==> src/shared/hgfbm_pkg.sv <==
// Constants, register map and state codes for the hub GPIO forward/back mapping block
// Operation
// - Reset leaves all pins inputs, pulldowns on except pin three
// - Open-drain pin three lacks input and pulldown control
// - Input control register holds one bit per pin
// - Separate register controls each pin's pulldown
// - Level register reads every pin, any direction
// - Per-pin output control; bit zero enables output
// - Four forward values per port, any pin
// - Forward update every 1, 2 or 5 frames
// - Forward latency short, fixed; jitter follows period
// - Frame sync or control drivable on any pin
// - Four back slots per port, any pin
// - Back slots sampled once per thirty-bit frame
// - Back latency and jitter about one frame
// - Internal or external frame sync feeds slots
// - Slot sources set per port, two registers
// - All registers reachable over two-wire target port
package hgfbm_pkg;
  localparam int NUM_PINS = 8;
  localparam int NUM_PORTS = 4;
  localparam int NUM_SLOTS = 4;
  localparam int PIN_IDX_W = 3;
  localparam int PORT_W = 2;
  localparam int SLOT_SEL_W = 4;
  localparam int PIN_OD_IDX = 3;
  // ************************************************************
  // Register offsets
  // ************************************************************
  localparam logic [7:0] OFF_PIN_LEVEL = 8'h0e;
  localparam logic [7:0] OFF_INPUT_EN = 8'h0f;
  localparam logic [7:0] OFF_OUT_CTL_FIRST = 8'h10;
  localparam logic [7:0] OFF_OUT_CTL_LAST = 8'h17;
  localparam logic [7:0] OFF_PORT_SEL = 8'h4c;
  localparam logic [7:0] OFF_FWD_COUNT = 8'h6d;
  localparam logic [7:0] OFF_BC_SEL_LOW = 8'h6e;
  localparam logic [7:0] OFF_BC_SEL_HIGH = 8'h6f;
  localparam logic [7:0] OFF_PULLDOWN = 8'hbe;
  // ************************************************************
  // Reset values and field layout
  // ************************************************************
  localparam logic [7:0] RST_INPUT_DIS = 8'h00;
  localparam logic [7:0] RST_PD_DIS = 8'h00;
  localparam logic [7:0] RST_OUT_CTL = 8'h00;
  localparam logic [15:0] RST_BC_SEL = 16'h0000;
  localparam logic [1:0] RST_FWD_COUNT = 2'h0;
  localparam logic [1:0] RST_PORT_SEL = 2'h0;
  localparam logic [7:0] CTL_MASK = 8'hf7;
  localparam int OUT_EN_BIT = 0;
  localparam int SRC_LSB = 2;
  localparam int SRC_MSB = 6;
  localparam int CONST_BIT = 7;
  localparam logic [4:0] SRC_FWD_LAST = 5'h0f;
  localparam logic [4:0] SRC_FSYNC = 5'h10;
  localparam logic [4:0] SRC_CONST = 5'h11;
  localparam logic [3:0] BC_SRC_PIN_LAST = 4'h7;
  localparam logic [3:0] BC_SRC_INT_FSYNC = 4'h8;
  localparam logic [3:0] BC_SRC_EXT_FSYNC = 4'h9;
  // ************************************************************
  // Timing
  // ************************************************************
  localparam logic [2:0] FWD_PERIOD_ONE = 3'h1;
  localparam logic [2:0] FWD_PERIOD_TWO = 3'h2;
  localparam logic [2:0] FWD_PERIOD_MANY = 3'h5;
  localparam logic [4:0] BC_LAST_BIT = 5'h1d;
  localparam int CLK_PERIOD_NS = 10;
  localparam int FWD_LAT_NS = 225;
  localparam int FWD_LAT_CYC = FWD_LAT_NS / CLK_PERIOD_NS;
  localparam logic [6:0] I2C_ADDR_DEFAULT = 7'h3d;
  localparam logic [3:0] BYTE_BITS = 4'h8;
  typedef enum logic [6:0] {
    HGFBM_IDLE = 7'h01,
    HGFBM_ADDR = 7'h02,
    HGFBM_PTR = 7'h04,
    HGFBM_WDATA = 7'h08,
    HGFBM_ACK = 7'h10,
    HGFBM_RDATA = 7'h20,
    HGFBM_RACK = 7'h40
  } hgfbm_i2c_e;
endpackage

==> src/hgfbm_gpio.sv <==
// GPIO pin control, forward value mapping and back slot sampling for the hub
`timescale 1ns/10ps
`default_nettype none
module hgfbm_gpio (
  input wire logic sys_clk,
  input wire logic arst_n,
  input wire logic scl_in,
  input wire logic sda_in,
  output logic sda_out,
  output logic sda_oe,
  input wire logic [7:0] gpio_in,
  output logic [7:0] gpio_out,
  output logic [7:0] gpio_oe,
  output logic [7:0] gpio_in_en,
  output logic [7:0] gpio_pd_en,
  input wire logic fsync_int,
  input wire logic fsync_ext,
  input wire logic [3:0] fwd_tick,
  input wire logic [15:0] fwd_rx,
  input wire logic [3:0] bc_tick,
  output logic [15:0] bc_slot_data
);
  typedef struct packed {
    logic [7:0] in_dis;
    logic [7:0] pd_dis;
    logic [7:0][7:0] out_ctl;
    logic [3:0][15:0] bc_sel;
    logic [3:0][1:0] fwd_cnt;
    logic [1:0] port_sel;
    logic [3:0][2:0] frm;
    logic [15:0] fwd_val;
    logic [3:0][4:0] bcbit;
    logic [15:0] bc_val;
    logic [7:0] pin_lvl;
    logic [7:0] pin_out;
    logic [7:0] pin_oe;
    logic [7:0] in_en_o;
    logic [7:0] pd_en_o;
  } hgfbm_gpio_s;
  hgfbm_gpio_s s_reg;
  hgfbm_gpio_s s_next;
  logic [7:0] reg_raddr;
  logic [7:0] reg_rdata;
  logic reg_wr;
  logic [7:0] reg_waddr;
  logic [7:0] reg_wdata;

  // ************************************************************
  // Helpers
  // ************************************************************

  // Frames between forward updates for a given linked count
  function automatic logic [2:0] fwd_period(input logic [1:0] code);
    logic [2:0] per;
    per = hgfbm_pkg::FWD_PERIOD_MANY;
    if (code == 2'h0) begin
      per = hgfbm_pkg::FWD_PERIOD_ONE;
    end else if (code == 2'h1) begin
      per = hgfbm_pkg::FWD_PERIOD_TWO;
    end
    return per;
  endfunction

  // Value a pin drives for its output control byte
  function automatic logic pin_value(input logic [7:0] ctl, input logic [15:0] fwd,
                                     input logic fs);
    logic [4:0] src;
    logic v;
    src = ctl[hgfbm_pkg::SRC_MSB:hgfbm_pkg::SRC_LSB];
    v = 1'b0;
    if (src <= hgfbm_pkg::SRC_FWD_LAST) begin
      v = fwd[src[3:0]];
    end else if (src == hgfbm_pkg::SRC_FSYNC) begin
      v = fs;
    end else if (src == hgfbm_pkg::SRC_CONST) begin
      v = ctl[hgfbm_pkg::CONST_BIT];
    end
    return v;
  endfunction

  // Value a back slot carries for its source selector
  function automatic logic bc_value(input logic [3:0] sel, input logic [7:0] pins,
                                    input logic fi, input logic fe);
    logic v;
    v = 1'b0;
    if (sel <= hgfbm_pkg::BC_SRC_PIN_LAST) begin
      v = pins[sel[2:0]];
    end else if (sel == hgfbm_pkg::BC_SRC_INT_FSYNC) begin
      v = fi;
    end else if (sel == hgfbm_pkg::BC_SRC_EXT_FSYNC) begin
      v = fe;
    end
    return v;
  endfunction

  // ************************************************************
  // Register access port
  // ************************************************************

  // Host reaches every register through the two-wire target
  hgfbm_i2c_target u_i2c (
    .sys_clk(sys_clk),
    .arst_n(arst_n),
    .scl_in(scl_in),
    .sda_in(sda_in),
    .sda_out(sda_out),
    .sda_oe(sda_oe),
    .reg_raddr(reg_raddr),
    .reg_rdata(reg_rdata),
    .reg_wr(reg_wr),
    .reg_waddr(reg_waddr),
    .reg_wdata(reg_wdata)
  );

  // Read mux; paged registers follow the port selector
  always_comb begin
    reg_rdata = 8'h00;
    if (reg_raddr == hgfbm_pkg::OFF_PIN_LEVEL) begin
      reg_rdata = s_reg.pin_lvl;
    end else if (reg_raddr == hgfbm_pkg::OFF_INPUT_EN) begin
      reg_rdata = s_reg.in_dis;
    end else if (reg_raddr >= hgfbm_pkg::OFF_OUT_CTL_FIRST &&
                 reg_raddr <= hgfbm_pkg::OFF_OUT_CTL_LAST) begin
      reg_rdata = s_reg.out_ctl[reg_raddr[hgfbm_pkg::PIN_IDX_W-1:0]];
    end else if (reg_raddr == hgfbm_pkg::OFF_PORT_SEL) begin
      reg_rdata = {6'h00, s_reg.port_sel};
    end else if (reg_raddr == hgfbm_pkg::OFF_FWD_COUNT) begin
      reg_rdata = {6'h00, s_reg.fwd_cnt[s_reg.port_sel]};
    end else if (reg_raddr == hgfbm_pkg::OFF_BC_SEL_LOW) begin
      reg_rdata = s_reg.bc_sel[s_reg.port_sel][7:0];
    end else if (reg_raddr == hgfbm_pkg::OFF_BC_SEL_HIGH) begin
      reg_rdata = s_reg.bc_sel[s_reg.port_sel][15:8];
    end else if (reg_raddr == hgfbm_pkg::OFF_PULLDOWN) begin
      reg_rdata = s_reg.pd_dis;
    end
  end

  // ************************************************************
  // Next-state logic
  // ************************************************************

  // Registers, forward latches, back slot sampling and pin drivers
  always_comb begin
    s_next = s_reg;
    s_next.pin_lvl = gpio_in;
    if (reg_wr) begin
      if (reg_waddr == hgfbm_pkg::OFF_INPUT_EN) begin
        s_next.in_dis = reg_wdata & hgfbm_pkg::CTL_MASK;
      end else if (reg_waddr == hgfbm_pkg::OFF_PULLDOWN) begin
        s_next.pd_dis = reg_wdata & hgfbm_pkg::CTL_MASK;
      end else if (reg_waddr >= hgfbm_pkg::OFF_OUT_CTL_FIRST &&
                   reg_waddr <= hgfbm_pkg::OFF_OUT_CTL_LAST) begin
        s_next.out_ctl[reg_waddr[hgfbm_pkg::PIN_IDX_W-1:0]] = reg_wdata;
      end else if (reg_waddr == hgfbm_pkg::OFF_PORT_SEL) begin
        s_next.port_sel = reg_wdata[hgfbm_pkg::PORT_W-1:0];
      end else if (reg_waddr == hgfbm_pkg::OFF_FWD_COUNT) begin
        s_next.fwd_cnt[s_reg.port_sel] = reg_wdata[1:0];
      end else if (reg_waddr == hgfbm_pkg::OFF_BC_SEL_LOW) begin
        s_next.bc_sel[s_reg.port_sel][7:0] = reg_wdata;
      end else if (reg_waddr == hgfbm_pkg::OFF_BC_SEL_HIGH) begin
        s_next.bc_sel[s_reg.port_sel][15:8] = reg_wdata;
      end
    end
    // Forward values latch only on the frame that opens each sampling period
    for (int p = 0; p < hgfbm_pkg::NUM_PORTS; p++) begin
      if (fwd_tick[p]) begin
        if (s_reg.frm[p] == 3'h0) begin
          s_next.fwd_val[p*4 +: 4] = fwd_rx[p*4 +: 4];
        end
        if (3'(s_reg.frm[p] + 3'h1) >= fwd_period(s_reg.fwd_cnt[p])) begin
          s_next.frm[p] = 3'h0;
        end else begin
          s_next.frm[p] = 3'(s_reg.frm[p] + 3'h1);
        end
      end
    end
    // One sample per thirty-bit back frame; disabled inputs read low
    for (int p = 0; p < hgfbm_pkg::NUM_PORTS; p++) begin
      if (bc_tick[p]) begin
        if (s_reg.bcbit[p] >= hgfbm_pkg::BC_LAST_BIT) begin
          s_next.bcbit[p] = 5'h00;
          for (int k = 0; k < hgfbm_pkg::NUM_SLOTS; k++) begin
            s_next.bc_val[p*4+k] = bc_value(
              s_reg.bc_sel[p][k*4 +: 4], s_reg.pin_lvl & ~s_reg.in_dis,
              fsync_int, fsync_ext);
          end
        end else begin
          s_next.bcbit[p] = 5'(s_reg.bcbit[p] + 5'h01);
        end
      end
    end
    // Pin drivers from next state so a new latch reaches the pin in one edge
    for (int i = 0; i < hgfbm_pkg::NUM_PINS; i++) begin
      if (i == hgfbm_pkg::PIN_OD_IDX) begin
        // Open drain: only pulls low, floats for a high
        s_next.pin_out[i] = 1'b0;
        s_next.pin_oe[i] = s_next.out_ctl[i][hgfbm_pkg::OUT_EN_BIT] &
                           ~pin_value(s_next.out_ctl[i], s_next.fwd_val, fsync_int);
      end else begin
        s_next.pin_out[i] = pin_value(s_next.out_ctl[i], s_next.fwd_val, fsync_int);
        s_next.pin_oe[i] = s_next.out_ctl[i][hgfbm_pkg::OUT_EN_BIT];
      end
    end
    s_next.in_en_o = ~s_next.in_dis;
    s_next.pd_en_o = ~s_next.pd_dis & hgfbm_pkg::CTL_MASK;
  end

  // State register; reset leaves every pin an input, pulldowns on except open-drain pin 3
  always_ff @(posedge sys_clk or negedge arst_n) begin
    if (!arst_n) begin
      s_reg <= '0;
      s_reg.in_dis <= hgfbm_pkg::RST_INPUT_DIS;
      s_reg.pd_dis <= hgfbm_pkg::RST_PD_DIS;
      s_reg.out_ctl <= {hgfbm_pkg::NUM_PINS{hgfbm_pkg::RST_OUT_CTL}};
      s_reg.bc_sel <= {hgfbm_pkg::NUM_PORTS{hgfbm_pkg::RST_BC_SEL}};
      s_reg.fwd_cnt <= {hgfbm_pkg::NUM_PORTS{hgfbm_pkg::RST_FWD_COUNT}};
      s_reg.port_sel <= hgfbm_pkg::RST_PORT_SEL;
      s_reg.in_en_o <= ~hgfbm_pkg::RST_INPUT_DIS;
      s_reg.pd_en_o <= ~hgfbm_pkg::RST_PD_DIS & hgfbm_pkg::CTL_MASK;
    end else begin
      s_reg <= s_next;
    end
  end

  // ************************************************************
  // Outputs
  // ************************************************************

  // All straight from the state register
  assign gpio_out = s_reg.pin_out;
  assign gpio_oe = s_reg.pin_oe;
  assign gpio_in_en = s_reg.in_en_o;
  assign gpio_pd_en = s_reg.pd_en_o;
  assign bc_slot_data = s_reg.bc_val;
endmodule
`default_nettype wire

==> src/hgfbm_i2c_target.sv <==
// Two-wire target port: byte pointer, auto-increment register writes and reads
`timescale 1ns/10ps
`default_nettype none
module hgfbm_i2c_target #(
  parameter logic [6:0] DEV_ADDR = hgfbm_pkg::I2C_ADDR_DEFAULT
) (
  input wire logic sys_clk,
  input wire logic arst_n,
  input wire logic scl_in,
  input wire logic sda_in,
  output logic sda_out,
  output logic sda_oe,
  output logic [7:0] reg_raddr,
  input wire logic [7:0] reg_rdata,
  output logic reg_wr,
  output logic [7:0] reg_waddr,
  output logic [7:0] reg_wdata
);
  typedef struct packed {
    logic scl_q;
    logic sda_q;
    hgfbm_pkg::hgfbm_i2c_e st;
    logic [3:0] cnt;
    logic [7:0] sh;
    logic [7:0] ptr;
    logic rdmode;
    logic after_addr;
    logic oe;
    logic wr;
    logic [7:0] waddr;
    logic [7:0] wdata;
  } hgfbm_i2c_s;
  hgfbm_i2c_s s_reg;
  hgfbm_i2c_s s_next;
  logic rise;
  logic fall;
  logic start;
  logic stop;

  // Bus edges and start/stop conditions
  assign rise = scl_in & ~s_reg.scl_q;
  assign fall = ~scl_in & s_reg.scl_q;
  assign start = s_reg.scl_q & scl_in & s_reg.sda_q & ~sda_in;
  assign stop = s_reg.scl_q & scl_in & ~s_reg.sda_q & sda_in;

  // Byte engine; ack is driven from the falling edge so data is stable at rise
  always_comb begin
    s_next = s_reg;
    s_next.scl_q = scl_in;
    s_next.sda_q = sda_in;
    s_next.wr = 1'b0;
    if (start) begin
      s_next.st = hgfbm_pkg::HGFBM_ADDR;
      s_next.cnt = '0;
      s_next.oe = 1'b0;
    end else if (stop) begin
      s_next.st = hgfbm_pkg::HGFBM_IDLE;
      s_next.oe = 1'b0;
    end else begin
      case (s_reg.st)
        hgfbm_pkg::HGFBM_ADDR, hgfbm_pkg::HGFBM_PTR, hgfbm_pkg::HGFBM_WDATA: begin
          if (rise && s_reg.cnt < hgfbm_pkg::BYTE_BITS) begin
            s_next.sh = {s_reg.sh[6:0], sda_in};
            s_next.cnt = 4'(s_reg.cnt + 4'h1);
          end
          if (fall && s_reg.cnt == hgfbm_pkg::BYTE_BITS) begin
            s_next.cnt = '0;
            s_next.st = hgfbm_pkg::HGFBM_ACK;
            s_next.oe = 1'b1;
            s_next.after_addr = 1'b0;
            if (s_reg.st == hgfbm_pkg::HGFBM_ADDR) begin
              s_next.rdmode = s_reg.sh[0];
              s_next.after_addr = 1'b1;
              if (s_reg.sh[7:1] != DEV_ADDR) begin
                s_next.st = hgfbm_pkg::HGFBM_IDLE;
                s_next.oe = 1'b0;
              end
            end else if (s_reg.st == hgfbm_pkg::HGFBM_PTR) begin
              s_next.ptr = s_reg.sh;
            end else begin
              s_next.wr = 1'b1;
              s_next.waddr = s_reg.ptr;
              s_next.wdata = s_reg.sh;
              s_next.ptr = 8'(s_reg.ptr + 8'h01);
            end
          end
        end
        hgfbm_pkg::HGFBM_ACK: begin
          if (fall) begin
            s_next.oe = 1'b0;
            s_next.cnt = '0;
            if (s_reg.rdmode) begin
              s_next.sh = reg_rdata;
              s_next.oe = ~reg_rdata[7];
              s_next.cnt = 4'h1;
              s_next.ptr = 8'(s_reg.ptr + 8'h01);
              s_next.st = hgfbm_pkg::HGFBM_RDATA;
            end else if (s_reg.after_addr) begin
              s_next.st = hgfbm_pkg::HGFBM_PTR;
            end else begin
              s_next.st = hgfbm_pkg::HGFBM_WDATA;
            end
          end
        end
        hgfbm_pkg::HGFBM_RDATA: begin
          if (fall && s_reg.cnt < hgfbm_pkg::BYTE_BITS) begin
            s_next.oe = ~s_reg.sh[6];
            s_next.sh = {s_reg.sh[6:0], 1'b0};
            s_next.cnt = 4'(s_reg.cnt + 4'h1);
          end else if (fall) begin
            s_next.oe = 1'b0;
            s_next.st = hgfbm_pkg::HGFBM_RACK;
          end
        end
        hgfbm_pkg::HGFBM_RACK: begin
          if (rise) begin
            s_next.st = sda_in ? hgfbm_pkg::HGFBM_IDLE : hgfbm_pkg::HGFBM_ACK;
          end
        end
        default: begin
          s_next.oe = 1'b0;
        end
      endcase
    end
  end

  // State register
  always_ff @(posedge sys_clk or negedge arst_n) begin
    if (!arst_n) begin
      s_reg <= '0;
      s_reg.scl_q <= 1'b1;
      s_reg.sda_q <= 1'b1;
      s_reg.st <= hgfbm_pkg::HGFBM_IDLE;
    end else begin
      s_reg <= s_next;
    end
  end

  // Open drain: only ever pulls low
  assign sda_out = 1'b0;
  assign sda_oe = s_reg.oe;
  assign reg_raddr = s_reg.ptr;
  assign reg_wr = s_reg.wr;
  assign reg_waddr = s_reg.waddr;
  assign reg_wdata = s_reg.wdata;
endmodule
`default_nettype wire
==> config.mk <==
export PLATFORM = sky130hd
export DESIGN_NAME = hgfbm_gpio
export DESIGN_NICKNAME = d
export VERILOG_FILES = /design/src/shared/hgfbm_pkg.sv /design/src/hgfbm_gpio.sv /design/src/hgfbm_i2c_target.sv
export SDC_FILE = /design/constraint.sdc
export NUM_CORES = 1
export LEC_CHECK = 0
export BUFFER_PORTS_ARGS = -buffer_cell sky130_fd_sc_hd__buf_2
export CELL_PAD_IN_SITES_DETAIL_PLACEMENT = 2
export CELL_PAD_IN_SITES_GLOBAL_PLACEMENT = 2
export CORE_MARGIN = 2
export CORE_UTILIZATION = 41
export DETAILED_ROUTE_END_ITERATION = 12
export PLACE_DENSITY = 0.88
export SETUP_SLACK_MARGIN = 0.4
export SYNTH_ARGS = -nofsm -noshare
export SYNTH_HDL_FRONTEND = slang
export SYNTH_SLANG_ARGS = --single-unit
==> constraint.sdc <==
create_clock -name sys_clk -period 4.1 [get_ports sys_clk]
set_input_delay 0.615 -clock sys_clk [delete_from_list [all_inputs] [get_ports sys_clk]]
set_output_delay 0.615 -clock sys_clk [all_outputs]
set_load 0.03 [all_outputs]
==> out/metrics.cfg <==
[setup_path]
start_kind = register
critPathCaptureType = register
path_max_fanout = 11
timing.rr.start = u_i2c.reg_waddr[0]
r2r_slack_ps = 600
reg2regPathDepth = 8
path_class = reg2reg
startpoint = u_i2c.reg_waddr[0]
endpoint = gpio_out[6]
crit_required_ps = 4580
regToRegEndpoint = gpio_out[6]
crit_arrival_ps = 3980

[logic_synthesis]
synthCells = 1732
muxShareOfSynthArea_pct = 19.9
synth_xor_area_share_pct = 0.303
yosys-top-cells-area = dfrtp_1 (40%), mux2_2 (8.4%), mux4_2 (6.7%)
yosysUniqueCellTypes = 80
ys.warnings.count = 0
synth_compound_area_share_pct = 14.8
synthArstFlopShare_pct = 100
yosysTopAreaCell = dfrtp_1
synthSimpleGateAreaFrac_pct = 13.1
synth_top_flop_cell = dfrtp_1
seq_area_frac_synth_pct = 43.0
synth_top_family_by_area = multiplexers
synthTopCellsByCount = dfrtp_1 (279), nor2_1 (160), nand2_1 (151)
synth_most_common_cell = dfrtp_1
syn_area_um2 = 17400
synth_edf_count = 0
synthAdderAreaFrac_pct = 2.52
avgSynthCellArea_um2 = 10.0
ys_ff_latch = 297
synth_top_cell_area_share_pct = 40.2

[floorplan]
die_area_um2 = 44000
initial_utilization_pct = 41.5
die_h_um = 210
rows = 75
die_w_um = 210
core-area_um2 = 41900
ios = 88

[placement]
placedCellCount = 2258
dp_hpwl_mm = 45.4
routabilityCongestion = 0.898
portBuffers = 84

[outcome]
status = finished with violations
failed_checks = max-capacitance violations, max-slew violations

[timing]
min_period_ps = 3500
slew_headroom_pct = -3.47
fin_tns_setup_ps = 0
period_share_pct = 85.3
finalMaxSlewViolations = 8
tightest_slew_ps = 1540
rsz0062_at_grt = no
fin_worst_skew_ps = 36.4
setup_viol = 0
timing.fmax_mhz = 286
hold_violations = 0

[run]
max_cap_violations = 1

[layout]
fin_nets = 1831
stdcell_count = 2323
layout-drive-gt1-share_pct = 22.6
area_growth_pct = 11.0
largest_reg_flops = 203
n_antenna_cell = 0

[clocking]
clk_path_buf_depth = 3
cts-root-buf = clkbuf_16
cts_num_sinks = 297
clk_pin_slew_ps = 60
cts_setup_buffers = 0
cts_buffers = 36
h-tree-depth = 2
clk_latency_ps = 580
cts_tree = yes

[global_route]
antenna_found_initial = 1
grt_max_degree = 97
grt.total_usage_pct = 31.4
first_global_vias = 16500
grt_pass1_wl_mm = 105
grt-ovfl-total = 0

[pwr]
leakage_uw = 0.00861
swShare_pct = 33.5
internal_power_uw = 5720
vdd_drop_max_v = 0.000261
p_seq_share_pct = 41.0
power_frac_clock_pct = 37.5
combPwrFrac_pct = 21.5
cellPowerDensity_nw_per_um2 = 447
p_sw_uw = 2890

[routing]
vias_per_cell = 6.45
ant_nets = 0
drc = 0
dr.first_iter.drc_count = 1316
wl_per_cell_um = 29.4
totalWireLength_mm = 68.4
vias = 15000
drt_pass1_iterations = 5

[min_path]
hold_path.class = in2async

-- power groups by stage --
stage | Sequential [uW] | Combinational [uW] | Clock [uW]
final | 3530 | 1850 | 3230
after global routing | 3570 | 2020 | 3390
after CTS | 3530 | 1860 | 3270
after detailed placement | 3570 | 1810 | 0
after global placement | 3550 | 1700 | 0
after floorplan | 3440 | 1240 | 0
-- timing repair --
item,CTS,global route
setup endpoints to repair,0,1
hold buffers,0,0
resized for setup,0,1
-- cell families after synthesis --
family / after synthesis
compound gates: 410
xor+xnor: 6
fa+ha+maj: 35
buf+inv: 238
flops: 297
mux: 263
other cells: 1
simple gates: 482
-- layout make-up --
| type | instances | area [um^2] |
|---|---|---|
| clock buffers | 55 | 1070 |
| clock inverters | 9 | 77.6 |
| fillers | 4271 | 22600 |
| inverters | 92 | 345 |
| multi-input cells | 1199 | 8820 |
| flip-flops and latches | 297 | 7450 |
| well taps | 539 | 674 |
| repair buffers | 132 | 813 |
-- worst min-delay path by stage --
stage / start / endpoint / slack [ps] / cells past startpoint
global placement: u_i2c.s_reg[18] / u_i2c.s_reg[43] / 440 / 1
CTS: arst_n / u_i2c.s_reg[44] / 130 / 1
floorplan: arst_n / bc_slot_data[0] / 320 / 0
finish: arst_n / u_i2c.s_reg[44] / 90 / 1
detailed placement: u_i2c.s_reg[18] / u_i2c.s_reg[43] / 450 / 1
global route: arst_n / u_i2c.s_reg[44] / 120 / 1
-- placed cells by master (no fill, tap or decap), drive strengths merged, types with 5 or more instances in the layout --
master / count
a2111oi: 6
a211o: 5
a211oi: 48
a21o: 9
a21oi: 96
a221oi: 7
a22oi: 7
a31oi: 11
and2: 5
and3: 15
buf: 131
clkbuf: 56
clkinv: 8
dfrtp: 279
dfstp: 18
ha: 35
inv: 92
mux2: 131
mux2i: 80
mux4: 52
nand2: 151
nand2b: 24
nand3: 31
nand3b: 10
nand4: 6
nand4b: 6
nor2: 160
nor2b: 11
nor3: 25
nor3b: 6
nor4: 9
o2111ai: 6
o211ai: 18
o21ai: 133
o22a: 5
o22ai: 12
o31ai: 9
o41ai: 6
xor2: 5
-- worst max-delay path: stages, from the launching register on --
cell and delay (ps):
dfrtp_1 520, or4b_1 720, nor3_2 420, mux2i_1 530, clkinv_1 370, or4_1 490, o31a_1 120, o2111ai_1 100
a211o_1 150
-- metal layers --
metal / part of all wire (%) / GRT usage, %
met1: 40 / 39.5
met2: 48 / 52.0
met3: 6.1 / 5.45
met4: 5.3 / 16.0
met5: 0.019 / 0
-- through the flow --
stage / hold slack (ps) / util, % / total power (uW) / area (um^2) / setup WS (ps)
2_1_floorplan: 319 / - / 4680 / 17400 / 884
3_5_place_dp: 452 / 43.2 / 5380 / 18100 / 735
3_3_place_gp: 436 / 43.2 / 5250 / 18100 / 856
4_1_cts: 127 / 46.0 / 8660 / 19300 / 711
5_1_grt: 123 / 46.0 / 8980 / 19300 / 457
6_report: 89.5 / 46.0 / 8610 / 19300 / 603
(Power assumes the default switching activity.)
